===== src/shared/osc_pkg.sv =====
// constants, types and register map of the clock source switch
// assumes a 50 MHz apb clock and a scaled internal oscillator model
package osc_pkg;

    // -----------------------------
    // register map
    // -----------------------------
    localparam logic [7:0] CTRL_OFS = 8'h00;
    localparam logic [7:0] TRIM_OFS = 8'h04;
    localparam logic [7:0] STAT_OFS = 8'h08;

    // ctrl field positions
    localparam int SRC_POS = 0;
    localparam int RNG_POS = 2;
    localparam int FRQ_POS = 4;
    localparam int REQ_POS = 6;
    localparam int ENG_POS = 7;
    localparam int OUT_POS = 8;
    localparam int KIS_POS = 9;

    // reset values
    localparam logic [7:0] TRIM_RST = 8'h80;
    localparam logic [1:0] FRQ_RST  = 2'h0;

    // source select codes
    localparam logic [1:0] SRC_INT = 2'h0;
    localparam logic [1:0] SRC_EXT = 2'h1;
    localparam logic [1:0] SRC_RC  = 2'h2;
    localparam logic [1:0] SRC_XTL = 2'h3;

    // internal oscillator half periods in pclk cycles (scaled model)
    localparam logic [11:0] HALF_4M0  = 12'h500;
    localparam logic [11:0] HALF_8M0  = 12'h280;
    localparam logic [11:0] HALF_12M8 = 12'h190;
    localparam int          TRIM_SHIFT = 9;   // one step ~0.2 %

    // edges of the new source seen before changeover
    localparam logic [1:0] EDGE_COUNT = 2'h2;

    typedef enum {S_INT, S_CHECK, S_GAP_IN, S_EXT, S_GAP_OUT} sw_state_t;

    typedef struct packed {
        logic       keep_stop;
        logic       out_en;
        logic       ext_req;
        logic [1:0] freq;
        logic [1:0] range;
        logic [1:0] src;
    } ctrl_t;

endpackage


===== src/core/clock_source_select_switch.sv =====
// apb reachable clock source select and switch control
// assumes pins arrive unsynchronised and the siu shares pclk
//
// Register access over APB and the address map are this design's own decisions.
`timescale 1ns/1ps
module clock_source_select_switch
    import osc_pkg::*;
(
    input  wire logic        pclk,
    input  wire logic        presetn,
    input  wire logic        psel,
    input  wire logic        penable,
    input  wire logic        pwrite,
    input  wire logic [7:0]  paddr,
    input  wire logic [31:0] pwdata,
    output logic [31:0]      prdata,
    output logic             pready,
    output logic             pslverr,
    input  wire logic        stop_mode,
    input  wire logic        oscillator_run_enable,
    input  wire logic        clock_input_pin,
    input  wire logic        crystal_clock,
    input  wire logic        resistor_cap_clock,
    output logic             aux_pin_o,
    output logic             aux_pin_oe,
    output logic             aux_pin_free,
    output logic             clock_input_pin_free,
    output logic             crystal_amp_enable,
    output logic [1:0]       crystal_range_select,
    output logic             rc_osc_enable,
    output logic             internal_osc_clock,
    output logic             quad_rate_bus_clock,
    output logic             double_rate_bus_clock,
    output logic             external_clock_engaged
);

    // -----------------------------
    // pin synchronisers
    // -----------------------------
    logic [2:0] pin_s1_q;
    logic [2:0] pin_s2_q;
    logic [2:0] pin_s3_q;

    // two flops, then an edge history flop
    always_ff @(posedge pclk or negedge presetn) begin
        if (!presetn) begin
            pin_s1_q <= 3'h0;
            pin_s2_q <= 3'h0;
            pin_s3_q <= 3'h0;
        end else begin
            pin_s1_q <= {resistor_cap_clock, crystal_clock, clock_input_pin};
            pin_s2_q <= pin_s1_q;
            pin_s3_q <= pin_s2_q;
        end
    end

    // -----------------------------
    // registers
    // -----------------------------
    ctrl_t      ctrl_q;
    logic [7:0] trim_q;
    sw_state_t  state_q;
    logic       eng_q;
    logic       int_run;

    logic wr_en;
    logic rd_en;
    logic hit;

    assign wr_en   = psel & penable & pwrite;
    assign rd_en   = psel & ~penable & ~pwrite;
    assign hit     = (paddr == CTRL_OFS) | (paddr == TRIM_OFS)
                   | (paddr == STAT_OFS);
    assign pready  = 1'b1;
    assign pslverr = psel & penable & ~hit;

    // control register; ext mode clears clock out enable
    always_ff @(posedge pclk or negedge presetn) begin
        if (!presetn) begin
            ctrl_q      <= '0;
            ctrl_q.freq <= FRQ_RST;
        end else if (wr_en && paddr == CTRL_OFS) begin
            ctrl_q.src       <= pwdata[SRC_POS +: 2];
            ctrl_q.range     <= pwdata[RNG_POS +: 2];
            ctrl_q.freq      <= pwdata[FRQ_POS +: 2];
            ctrl_q.ext_req   <= pwdata[REQ_POS];
            ctrl_q.keep_stop <= pwdata[KIS_POS];
            ctrl_q.out_en    <= pwdata[OUT_POS]
                              & (pwdata[SRC_POS +: 2] != SRC_EXT);
        end else if (ctrl_q.src == SRC_EXT) begin
            ctrl_q.out_en <= 1'b0;
        end
    end

    // trim keeps reset value until software writes it
    always_ff @(posedge pclk or negedge presetn) begin
        if (!presetn) begin
            trim_q <= TRIM_RST;
        end else if (wr_en && paddr == TRIM_OFS) begin
            trim_q <= pwdata[7:0];
        end
    end

    // read data is captured in the setup cycle
    always_ff @(posedge pclk or negedge presetn) begin
        if (!presetn) begin
            prdata <= 32'h0000_0000;
        end else if (rd_en) begin
            case (paddr)
                CTRL_OFS: prdata <= {22'h0, ctrl_q.keep_stop, ctrl_q.out_en,
                                     eng_q, ctrl_q.ext_req, ctrl_q.freq,
                                     ctrl_q.range, ctrl_q.src};
                TRIM_OFS: prdata <= {24'h0, trim_q};
                STAT_OFS: prdata <= {29'h0, int_run, eng_q,
                                     (state_q == S_CHECK)};
                default:  prdata <= 32'h0000_0000;
            endcase
        end
    end

    // -----------------------------
    // internal oscillator model
    // -----------------------------
    logic        osc_allow;
    logic [11:0] half_base;
    logic [12:0] half_len;
    logic signed [21:0] trim_prod;
    logic [11:0] osc_cnt_q;
    logic        int_clk_q;

    // wait has no effect; stop halts unless kept running
    assign osc_allow = oscillator_run_enable | ctrl_q.keep_stop
                     | ~stop_mode;
    assign int_run   = osc_allow & ~eng_q;

    // nominal half period per frequency choice
    always_comb begin
        case (ctrl_q.freq)
            2'h1:    half_base = HALF_8M0;
            2'h2:    half_base = HALF_12M8;
            default: half_base = HALF_4M0;
        endcase
    end

    // signed trim, larger value gives longer period; product kept wide
    assign trim_prod = $signed({{14{~trim_q[7]}}, ~trim_q[7], trim_q[6:0]})
                     * $signed({10'h000, half_base});
    assign half_len  = 13'({1'b0, half_base} + 13'(trim_prod >>> TRIM_SHIFT));

    always_ff @(posedge pclk or negedge presetn) begin
        if (!presetn) begin
            osc_cnt_q <= 12'h000;
            int_clk_q <= 1'b0;
        end else if (!int_run) begin
            osc_cnt_q <= 12'h000;
        end else if ({1'b0, osc_cnt_q} + 13'h1 >= half_len) begin
            osc_cnt_q <= 12'h000;
            int_clk_q <= ~int_clk_q;
        end else begin
            osc_cnt_q <= osc_cnt_q + 12'h001;
        end
    end

    assign internal_osc_clock = int_clk_q;

    // -----------------------------
    // source switch state machine
    // -----------------------------
    logic       ext_lvl;
    logic       ext_rise;
    logic [1:0] edge_q;
    logic       back_req;

    // level of the chosen external source
    always_comb begin
        case (ctrl_q.src)
            SRC_EXT: ext_lvl = pin_s2_q[0];
            SRC_RC:  ext_lvl = pin_s2_q[2];
            SRC_XTL: ext_lvl = pin_s2_q[1];
            default: ext_lvl = 1'b0;
        endcase
    end

    assign ext_rise = ext_lvl & ~(ctrl_q.src == SRC_RC ? pin_s3_q[2]
                    : ctrl_q.src == SRC_XTL ? pin_s3_q[1] : pin_s3_q[0]);
    assign back_req = (ctrl_q.src == SRC_INT) & ~ctrl_q.ext_req;

    // request, two edges, gap cycle, engaged
    always_ff @(posedge pclk or negedge presetn) begin
        if (!presetn) begin
            state_q <= S_INT;
            edge_q  <= 2'h0;
            eng_q   <= 1'b0;
        end else begin
            case (state_q)
                S_INT: begin
                    edge_q <= 2'h0;
                    if (ctrl_q.ext_req && ctrl_q.src != SRC_INT) begin
                        state_q <= S_CHECK;
                    end
                end
                S_CHECK: begin
                    if (!ctrl_q.ext_req || ctrl_q.src == SRC_INT) begin
                        state_q <= S_INT;
                    end else if (ext_rise) begin
                        edge_q <= edge_q + 2'h1;
                        if (edge_q + 2'h1 == EDGE_COUNT) begin
                            state_q <= S_GAP_IN;
                        end
                    end
                end
                S_GAP_IN: begin
                    eng_q   <= 1'b1;
                    state_q <= S_EXT;
                end
                S_EXT: begin
                    if (back_req) begin
                        state_q <= S_GAP_OUT;
                    end
                end
                S_GAP_OUT: begin
                    eng_q   <= 1'b0;
                    state_q <= S_INT;
                end
                default: state_q <= S_INT;
            endcase
        end
    end

    assign external_clock_engaged = eng_q;

    // -----------------------------
    // clock mux and dividers
    // -----------------------------
    logic quad_d;
    logic quad_q;
    logic dbl_q;

    // gap states hold the output so no runt pulse forms
    always_comb begin
        case (state_q)
            S_EXT:     quad_d = ext_lvl;
            S_GAP_IN:  quad_d = quad_q;
            S_GAP_OUT: quad_d = quad_q;
            default:   quad_d = int_clk_q;
        endcase
    end

    always_ff @(posedge pclk or negedge presetn) begin
        if (!presetn) begin
            quad_q <= 1'b0;
            dbl_q  <= 1'b0;
        end else begin
            quad_q <= quad_d;
            if (quad_d && !quad_q) begin
                dbl_q <= ~dbl_q;
            end
        end
    end

    assign quad_rate_bus_clock   = quad_q;
    assign double_rate_bus_clock = dbl_q;

    // -----------------------------
    // pin ownership
    // -----------------------------
    logic xtal_sel;
    logic drive_clk;

    assign xtal_sel  = (ctrl_q.src == SRC_XTL);
    assign drive_clk = ctrl_q.out_en & ((ctrl_q.src == SRC_INT)
                     | (ctrl_q.src == SRC_RC));

    // aux pin: amplifier output, clock out or free
    always_ff @(posedge pclk or negedge presetn) begin
        if (!presetn) begin
            aux_pin_o  <= 1'b0;
            aux_pin_oe <= 1'b0;
        end else begin
            aux_pin_oe <= xtal_sel | drive_clk;
            aux_pin_o  <= xtal_sel ? ~pin_s2_q[0] : quad_d;
        end
    end

    assign aux_pin_free         = ~xtal_sel & ~drive_clk;
    assign clock_input_pin_free = (ctrl_q.src == SRC_INT);
    assign crystal_amp_enable   = xtal_sel & osc_allow;
    assign crystal_range_select = ctrl_q.range;
    assign rc_osc_enable        = (ctrl_q.src == SRC_RC) & osc_allow;
    // no interrupt or break-sensitive flag exists here

    // -----------------------------
    // checks
    // -----------------------------
    two_edges_a: assert property (@(posedge pclk) disable iff (!presetn)
        state_q == S_GAP_IN |-> $past(edge_q) == 2'h1)
        else $error("switch before two edges");

    eng_before_stop_a: assert property (@(posedge pclk) disable iff (!presetn)
        $rose(eng_q) |-> $past(int_run) == 1'b1 || !$past(osc_allow))
        else $error("internal stopped before engaged");

    int_stop_a: assert property (@(posedge pclk) disable iff (!presetn)
        eng_q |-> !int_run)
        else $error("internal running while engaged");

    return_int_a: assert property (@(posedge pclk) disable iff (!presetn)
        state_q == S_EXT && back_req |=> ##1 !eng_q)
        else $error("external not released");

    ext_outen_a: assert property (@(posedge pclk) disable iff (!presetn)
        ctrl_q.src == SRC_EXT |=> !ctrl_q.out_en || ctrl_q.src != SRC_EXT)
        else $error("out enable kept in ext mode");

    xtal_pin_a: assert property (@(posedge pclk) disable iff (!presetn)
        xtal_sel |=> aux_pin_oe)
        else $error("aux pin not driven by amplifier");

    dbl_half_a: assert property (@(posedge pclk) disable iff (!presetn)
        $rose(quad_q) |-> dbl_q != $past(dbl_q))
        else $error("double rate did not toggle");

    stop_halt_a: assert property (@(posedge pclk) disable iff (!presetn)
        stop_mode && !oscillator_run_enable && !ctrl_q.keep_stop
        |-> !int_run && !crystal_amp_enable)
        else $error("oscillator ran in stop");

    engaged_rd_a: assert property (@(posedge pclk) disable iff (!presetn)
        rd_en && paddr == CTRL_OFS |=> prdata[ENG_POS] == $past(eng_q))
        else $error("engaged bit misread");

    quad_follow_a: assert property (@(posedge pclk) disable iff (!presetn)
        state_q == S_INT |=> quad_q == $past(int_clk_q))
        else $error("quad clock not following source");

endmodule // clock_source_select_switch


===== config.mk =====
export PLATFORM = sky130hd
export DESIGN_NAME = clock_source_select_switch
export DESIGN_NICKNAME = d
export VERILOG_FILES = /design/src/shared/osc_pkg.sv /design/src/core/clock_source_select_switch.sv
export SDC_FILE = /design/constraint.sdc
export NUM_CORES = 1
export LEC_CHECK = 0
export BUFFER_PORTS_ARGS = -buffer_cell sky130_fd_sc_hd__buf_2
export CAP_MARGIN = 25
export CORE_MARGIN = 2
export CORE_UTILIZATION = 35
export DETAILED_ROUTE_END_ITERATION = 12
export SYNTH_ARGS = -nofsm -noshare
export SYNTH_HDL_FRONTEND = slang
export SYNTH_SLANG_ARGS = --single-unit

===== constraint.sdc =====
create_clock -name pclk -period 7.9 [get_ports pclk]
set_input_delay 1.58 -clock pclk [delete_from_list [all_inputs] [get_ports pclk]]
set_output_delay 1.58 -clock pclk [all_outputs]
set_load 0.02 [all_outputs]

**Word level (Yosys, flattened, before mapping)**

Index checks and enable logic that the tools add are counted.

- Register bits: 110
- Output and inout bits: 46

- Mux-type cells: 21
- Multipliers: 1
- $lt $le $gt $ge: 1
- Equality and inequality tests: 20
- Add/subtract/negate cells: 4
- Bitwise operators: 32
- Reduce and logical (&&, ||, !) cells: 18

Operator list:

| operator | number |
|---|---|
| $mux 32 | 5 |
| $pmux 32 s4 | 1 |
| $eq 32x2->1 const B | 3 |
| $eq 32x1->1 const B | 1 |
| $eq 32x3->1 const B | 1 |
| $logic_not 32->1 | 1 |
| $pmux 10 s3 | 1 |
| $mux 12 | 2 |
| $pmux 11 s2 | 1 |
| $mul 8x12->20 | 1 |
| $add 12x1->13 const B | 1 |
| $add 12x13->13 | 1 |
| $and 1x1->1 | 13 |
| $ge 13x13->1 | 1 |
| $not 1->1 | 13 |
| $add 12x1->12 const B | 1 |
| $eq 2x2->1 const B | 4 |
| $eq 8x3->1 const B | 1 |
| $eq 8x4->1 const B | 1 |
| $logic_not 8->1 | 1 |
| $ne 2x2->1 const B | 4 |
| $reduce_bool 2->1 | 4 |
| $ne 3x3->1 const B | 2 |
| $or 1x1->1 | 6 |
| other kinds (16) | 27 |

**Depth between registers and ports, before layout**

Gate-level depths: netlist (run 1).

- Word-level depth: 8
- Gate-level depth with buffers: 32

**Worst setup path before layout (run 1)**

No wires, ideal clock.

- Kind: flip-flop to flip-flop
- From: register ctrl_q[4] (netlist bit)
- To: register osc_cnt_q[10]
- Stages on the path, launching flop included: 33
- Setup slack: 0.548 ns
- Path buffers: 2
- Arrival time: 7.279 ns
- Data required time: 7.826 ns
- Setup time: 0.074 ns
- Cell sequence: dfrtp_1 -> inv_1 -> ha_1 -> clkbuf_1 -> inv_1 -> nand2_1 -> fa_1 -> inv_1 -> fa_1 -> fa_1 -> inv_1 -> fa_1 -> inv_1 -> ha_1 -> o21ai_0 -> o21bai_1 -> a21oi_1 -> o21ai_0 -> xor2_1 -> ha_1 -> nor2b_1 -> o2111ai_1 -> nor3b_1 -> o41ai_1 -> xnor2_1 -> ha_1 -> a21o_1 -> a21oi_1 -> o21a_1 -> o31ai_1 -> or3_1 -> clkbuf_1 -> nor2b_1

- Longest elaborated chain between the ends: 7
- Elaborated cells on any way between the ends: 8
- Classes of those cells: 1 x add/sub; 1 x mul; 1 x order compare; 2 x eq/ne; 3 x mux

RTL lines:

| what | line | source |
|---|---|---|
| from (decl) | clock_source_select_switch.sv:60 | `ctrl_t ctrl_q;` |
| $eq 2x2->1 / $eq 2x1->1 (equally long branches) | clock_source_select_switch.sv:138 | `case (ctrl_q.freq)` |
| $pmux 11 s2 (*) | clock_source_select_switch.sv:138 |  |
| $mul 8x12->20 | clock_source_select_switch.sv:147 | `* $signed({10'h000, half_base});` |
| $add 12x13->13 (*) | clock_source_select_switch.sv:148 | `assign half_len = 13'({1'b0, half_base} + 13'(trim_prod >>> TRIM_SHIFT));` |
| $ge 13x13->1 (*) | clock_source_select_switch.sv:156 | `end else if ({1'b0, osc_cnt_q} + 13'h1 >= half_len) begin` |
| $mux 12 (*) | clock_source_select_switch.sv:156 |  |
| $mux 12 (*) | clock_source_select_switch.sv:154 | `end else if (!int_run) begin` |
| to (signal assigned) | clock_source_select_switch.sv:160 | `osc_cnt_q <= osc_cnt_q + 12'h001;` |
| to (decl) | clock_source_select_switch.sv:128 | `logic [11:0] osc_cnt_q;` |

Mark *: on every way between the ends. The rest lies on a longest branch, timed or not.
A chain may end at the register's enable or synchronous reset.

**Final worst setup path (run 1)**

- From: register ctrl_q[4] (netlist bit)
- To: register osc_cnt_q[6]

The elaborated chain is that of the path after synthesis.

==> metrics.md, run 1 <==
| Metric | Value |
|---|---|
| Cell with the most instances on the worst path | inv_1 |
| Worst hold margin | 0.348 ns |
| DIE AREA | 15500 um2 |
| 1st-iter DRT viols | 127 |
| Register area share after synthesis | 29.1% |
| Power share of the clock group | 46.3% |
| HP Class | reg -> reg |
| RSZ-0062 raised after global routing | no |
| Combinational Power Share | 15.1% |
| Area occupied by multi-input gates | 3250 um2 |
| Final Util | 40.1% |
| Floorplan row count | 44 |
| Setup Skew | 0.00842 ns |
| Num CTS Buffers | 9 |
| Post-Syn Area per Cell | 9.59 um2 |
| Routability Congestion | 0.797 |
| Critical path class | reg -> reg |
| Antenna diode count | 0 |
| Residual DRC | 0 |
| Peak VDD IR | 0.0959 mV |
| PortBufs | 50 |
| Die Wd | 125 um |
| Core ar. | 14400 um2 |
| Outcome | complete, no violations |
| Layout area overhead | 13.2% |
| Total grt overflow | 0 |
| First-pass GRT wire length | 17400 um |
| Syn Inst Count | 530 |
| Post-synth top flop | dfrtp_1 |
| Htree depth | 3 |
| Final ANT Viol Nets | 0 |
| Post-CTS Setup Bufs | 0 |
| Largest net degree at the start of global routing | 60 |
| CP peak stage delay | 0.54 ns |
| Clock Path Buffers | 2 |
| Root buffer cell | clkbuf_16 |
| Chip Height | 125 um |
| Power Density | 149 nW/um2 |
| Layout cell share with drive strength beyond 1 | 17.3% |
| Worst Setup End Kind | flop |
| Final Net Count | 716 |
| Slew @ Worst Pin | 0.841 ns |
| Max Slew Vio Count | 0 |
| Critical Path Slowest Stage Cell | fa_1 |
| Internal power | 0.621 mW |
| Commonest non-fill, non-tap cell in the layout | ha_1 |
| # Max-Cap Violations | 0 |
| Critical Path Fanout Max | 12 |
| DR vias | 3758 |
| Async SR Flop Fraction | 100% |
| Number of synthesized flops with an enable pin | 0 |
| Leakage | 3.02 nW |
| Clock sink total | 59 |
| Post-Place Worst Slack | -0.00494 ns |
| Final WS setup | 0.540 ns |
| Number of synthesized register bits | 59 |
| Worst skew pair latency | 0.33 ns |
| Layout Cells excl Fill | 768 |
| Final hold viol count | 0 |
| Netlist cell types | 62 |
| Clock slew seen by the registers of the worst setup and hold paths | 0.05 ns |
| Synthesized area | 5080 um2 |
| CTS tree | done |
| Most frequent cells in the layout | ha_1, dfrtp_1, inv_1, nand2_1, buf_2 |
| WL/cell | 13.1 um |
| Req. time, crit path | 8.16 ns |
| Initial Util | 35.4% |
| Vias in the first global route | 3795 |
| Switch Pwr | 0.236 mW |
| Flip-flop and latch area | 1480 um2 |
| Hold_buf cts | 0 |
| FILL cells | 1399 |
| I/O Pins | 96 |
| Gr usage total | 13.4% |
| Placed Cells | 752 |
| Initial antenna violation count | 0 |
| Tmin final | 7.36 ns |
| Total power | 0.858 mW |
| Final setup violation count | 0 |
| Max-slew headroom at the worst pin | 43.8% |
| Data arrival time of the critical path | 7.61 ns |
| Final Cycle Share | 93.2% |
| Vias per cell | 4.89 |
| DPL Wire Length | 8010 um |
| Fmax | 136 MHz |
| Ys Warns | 0 |
| Worst Setup Start Kind | flop |
| Register share of total power | 38.6% |
| Sw Ratio | 27.5% |
| First drt pass iteration count | 5 |
| WL final | 10100 um |
==> what timing repair did <==
item	CTS	global route
cloned	0	0
pin swaps	0	1
setup endpoints to repair	11	13
gates resized for setup	1	7
==> per-layer routing <==
metal	track usage, %	up-vias	wire length [um]	share of wire (%)
met5	0	-	0	0
met4	4.36	0	159	1.6
met3	2.19	15	295	2.9
met2	23.6	67	5010	50
met1	16.8	1824	4600	46
li1	-	1852	-	-
==> sequential cells by signal, indices dropped and copies added (netlist names), 2 cells and up <==
signal                count
prdata                   10
crystal_range_select      2
trim_q                    8
edge_q                    2
osc_cnt_q                12
ctrl_q                    7
pin_s2_q                  3
state_q                   3
pin_s3_q                  3
pin_s1_q                  3
==> worst max-delay path, delay by kind of cell (launching register included) <==
family / cells / cell delay, ns
adders and majority gates: 8 / 3.30
AOI/OAI and AO/OA: 10 / 2.01
and+or+nand+nor: 5 / 0.91
DFF: 1 / 0.41
xor gates and xnor gates: 2 / 0.35
buffers and inverters: 5 / 0.27
==> synth_stat cells, types with 5 or more instances <==
| cell | instances | area [um2] |
|---|---|---|
| xor2_1 | 10 | 87.6 |
| dfrtp_1 | 58 | 1450 |
| nor2_1 | 18 | 67.6 |
| a21oi_1 | 20 | 100 |
| o21ai_0 | 15 | 75.1 |
| inv_1 | 52 | 195 |
| a21o_1 | 5 | 37.5 |
| o31ai_1 | 6 | 45.0 |
| clkbuf_1 | 9 | 33.8 |
| nor2b_1 | 24 | 150 |
| buf_4 | 25 | 188 |
| nor3_1 | 10 | 50.1 |
| and2_1 | 16 | 100 |
| nand4_1 | 5 | 31.3 |
| mux2i_1 | 11 | 110 |
| nand3_1 | 9 | 45.0 |
| fa_1 | 22 | 440 |
| xnor2_1 | 17 | 149 |
| nand2_1 | 50 | 188 |
| mux2_2 | 16 | 180 |
| ha_1 | 65 | 813 |
==> path summary, 6_finish.rpt <==
check | startpoint | end | slack (ns) | depth (start not counted)
worst min-delay path | pin_s1_q[0] | pin_s2_q[0] | 0.35 | 0
worst max-delay path | ctrl_q[4] | osc_cnt_q[6] | 0.54 | 30
min in group asynchronous | presetn | prdata[9] | 1.40 | 2
max in group asynchronous | presetn | osc_cnt_q[7] | 6.01 | 2
worst max register to register | ctrl_q[4] | osc_cnt_q[6] | 0.54 | 30
worst min register to register | pin_s1_q[0] | pin_s2_q[0] | 0.35 | 0
==> cell families after synthesis <==
| logic type | synth area share (%) |
|---|---|
| and+or+nand+nor | 17.5 |
| DFF | 29.1 |
| buffers and inverters | 9.08 |
| other | 0.148 |
| muxes | 5.71 |
| adders and majority gates | 24.7 |
| xor gates and xnor gates | 4.65 |
| AOI/OAI and AO/OA | 9.18 |
==> area by class of cell <==
| class | count | share of cell area, % |
|---|---|---|
| tap | 184 | 4.00 |
| multi-input combinational | 401 | 56.5 |
| clock buffer | 10 | 4.15 |
| timing repair buffer | 56 | 5.13 |
| inverter | 52 | 3.39 |
| clock inverter | 6 | 1.11 |
| sequential | 59 | 25.7 |
==> through the flow <==
stage	instance area, um2	TNS, ns
6_report	5760	0
5_1_grt	5760	0
4_1_cts	5730	0
3_5_place_dp	5420	-0.00494
3_3_place_gp	5420	0
2_1_floorplan	5160	0
==> power groups by stage <==
stage          Sequential (mW)  Combinational, mW  Clock [mW]
2_1_floorplan            0.335             0.0989           0
6_report                 0.331              0.129       0.397
3_3_place_gp             0.335              0.127           0
4_1_cts                  0.331              0.131       0.406
3_5_place_dp             0.336              0.130           0
5_1_grt                  0.333              0.149       0.419
Note: power is estimated with default switching activity, not from simulation.
==> run 2, diff against run 1 <==
==> constraint.sdc (replaced) <==
create_clock -name pclk -period 7.01 [get_ports pclk]
set_input_delay 1.402 -clock pclk [delete_from_list [all_inputs] [get_ports pclk]]
set_output_delay 1.402 -clock pclk [all_outputs]
set_load 0.02 [all_outputs]
==> metrics.md, run 2 (synthesized netlist as in run 1, its figures left out) <==
| Metric | Value |
|---|---|
| Largest net degree at the start of global routing | 60 (unchanged) |
| Residual DRC | 0 (unchanged) |
| Worst Setup Start Kind | flop |
| Post-Place Worst Slack | -0.137 ns (-0.132 ns) |
| Largest register FFs | 12 (unchanged) |
| CP delay by family, top | adder cells |
| Combinational Power Share | 15.8% (+0.7 points) |
| Initial antenna violation count | 0 (unchanged) |
| Top Registers | osc_cnt_q x12, prdata x10, trim_q x8 |
| CP peak stage delay | 0.53 ns (about the same) |
| DR vias | 3870 (+3.0%) |
| WP buf/inv | 6 (+1) |
| Layout cell share with drive strength beyond 1 | 27.4% (+10 points) |
| Worst Setup EP | osc_cnt_q[3] |
| I/O Pins | 96 (unchanged) |
| Max-slew headroom at the worst pin | 44.7% (+0.84 points) |
| Total power | 1.06 mW (+23%) |
| Htree depth | 3 (unchanged) |
| Placed Area | 5650 um2 (+4.2%) |
| Clock slew seen by the registers of the worst setup and hold paths | 0.06 ns (about the same) |
| Data arrival time of the critical path | 7.14 ns (-0.47 ns) |
| Vias per cell | 4.81 (-1.6%) |
| Largest Register | osc_cnt_q |
| Critical Path Slowest Stage Cell | fa_1 |
| Final Util | 43.8% (+3.8 points) |
| Vias in the first global route | 4046 (+6.6%) |
| Gr usage total | 14.5% (+1.1 points) |
| Final WS setup | 0.128 ns (-0.412 ns) |
| DIE AREA | 15500 um2 (unchanged) |
| Final hold viol count | 0 (unchanged) |
| Setup Skew | 0.00872 ns (+0.000302 ns) |
| Switch Pwr | 0.282 mW (+19%) |
| # Max-Cap Violations | 0 (unchanged) |
| Floorplan row count | 44 (unchanged) |
| Clock sink total | 59 (unchanged) |
| Internal power | 0.777 mW (+25%) |
| CTS tree | done |
| Fmax | 145 MHz (+6.9%) |
| Tmin final | 6.88 ns (-0.478 ns) |
| 1st-iter DRT viols | 160 (+26%) |
| WL/cell | 13.2 um (+0.74%) |
| WL final | 10600 um (+5.5%) |
| Layout Cells excl Fill | 804 (+4.7%) |
| Root buffer cell | clkbuf_16 |
| Clock Path Buffers | 2 (unchanged) |
| FF-to-FF Start | ctrl_q[4] |
| Num CTS Buffers | 9 (unchanged) |
| Hold_buf cts | 0 (unchanged) |
| Slew @ Worst Pin | 0.828 ns (-0.0126 ns) |
| Total grt overflow | 0 (unchanged) |
| Most frequent cells in the layout | ha_1, dfrtp_1, buf_2, nand2_1, inv_1 |
| Worst hold margin | 0.350 ns (+0.00185 ns) |
| First drt pass iteration count | 4 (-1) |
| CP Depth | 31 (+3.3%) |
| Peak VDD IR | 0.101 mV (+5.8%) |
| Initial Util | 35.4% (unchanged) |
| Critical Path Fanout Max | 8 (-4) |
| Fin area | 6290 um2 (+9.4%) |
| Worst R2R Path Depth | 31 (+3.3%) |
| RSZ-0062 raised after global routing | yes |
| Critical path class | reg -> reg |
| Reg2reg end | osc_cnt_q[3] |
| Power share of the clock group | 49.0% (+2.7 points) |
| Power Density | 168 nW/um2 (+13%) |
| Req. time, crit path | 7.27 ns (-0.89 ns) |
| Leakage | 3.27 nW (+8.1%) |
| Register share of total power | 35.2% (-3.4 points) |
| FF-to-FF setup slack | 0.13 ns (-0.41 ns) |
| Final setup TNS | 0 ns (unchanged) |
| Final Cycle Share | 98.2% (+5.0 points) |
| Max Slew Vio Count | 0 (unchanged) |
| Outcome | complete, no violations |
| Die Wd | 125 um (unchanged) |
| PortBufs | 50 (unchanged) |
| HP Class | reg -> reg |
| First-pass GRT wire length | 18700 um (+7.2%) |
| Worst Setup End Kind | flop |
| Routability Congestion | 0.813 (+2.0%) |
| Antenna diode count | 0 (unchanged) |
| Chip Height | 125 um (unchanged) |
| Critical path launch point | ctrl_q[4] |
| Final ANT Viol Nets | 0 (unchanged) |
| Layout area overhead | 23.8% |
| Final setup violation count | 0 (unchanged) |
| Worst skew pair latency | 0.33 ns (about the same) |
| FILL cells | 1363 (-2.6%) |
| Sw Ratio | 26.6% (-0.94 points) |
| Cell with the most instances on the worst path | ha_1 |
| Final Net Count | 752 (+5.0%) |
| Placed Cells | 776 (+3.2%) |
| DPL Wire Length | 8210 um (+2.5%) |
| Core ar. | 14400 um2 (unchanged) |
## run 2: cell count changes in the layout (fill, tap and decap cells not counted), sizes merged
cell | previous run | this run
buf | 56 | 92
clkinvlp | 2 | 1
clkbuf | 10 | 9
bufinv | 1 | 3
## run 2: power groups by stage
stage | Sequential, mW | Combinational (mW) | Clock (mW)
after floorplan | 0.378 | 0.113 | 0
after global placement | 0.377 | 0.149 | 0
after detailed placement | 0.378 | 0.153 | 0
after CTS | 0.372 | 0.156 | 0.532
after global routing | 0.375 | 0.190 | 0.549
final | 0.373 | 0.167 | 0.519
## run 2: layout make-up
| cell class | count | area (um2) | share of cell area, % |
|---|---|---|---|
| well taps | 184 | 230 | 3.66 |
| inverters | 52 | 195 | 3.10 |
| clock buffers | 9 | 225 | 3.58 |
| clock inverters | 7 | 124 | 1.97 |
| repair buffers | 92 | 593 | 9.42 |
| multi-input cells | 401 | 3450 | 54.8 |
| flip-flops and latches | 59 | 1480 | 23.5 |
## run 2: worst min-delay path by stage
| stage | from | slack (ns) | cells after the start | endpoint |
|---|---|---|---|---|
| final | pin_s1_q[2] | 0.35 | 0 | pin_s2_q[2] |
| after global routing | pin_s1_q[2] | 0.36 | 0 | pin_s2_q[2] |
| after CTS | pin_s1_q[2] | 0.35 | 0 | pin_s2_q[2] |
| after detailed placement | pin_s1_q[2] | 0.34 | 0 | pin_s2_q[2] |
| after global placement | pin_s1_q[2] | 0.34 | 0 | pin_s2_q[2] |
| after floorplan | pin_s1_q[0] | 0.33 | 0 | pin_s2_q[0] |
## run 2: worst reg2reg max path: cells and delay by family, from the launching register on
family / cells / cell delay [ns]
flops: 1 / 0.42
fa+ha+maj: 9 / 2.99
xor+xnor: 2 / 0.27
simple gates: 3 / 0.69
compound gates: 11 / 1.74
buf+inv: 6 / 0.68
## run 2: per-layer routing
| layer | wire (um) | track usage [%] |
|---|---|---|
| met1 | 4850 | 18.5 |
| met2 | 5380 | 25.1 |
| met5 | 0 | 0 |
| met4 | 108 | 4.16 |
| met3 | 269 | 2.62 |
## run 2: what timing repair did
| action | in CTS | in global routing |
|---|---|---|
| buffers inserted | 5 | 6 |
| endpoints found under the setup margin | 12 | 13 |
| pin swaps | 8 | 24 |
| resized for setup | 14 | 37 |
| gates cloned | 0 | 1 |
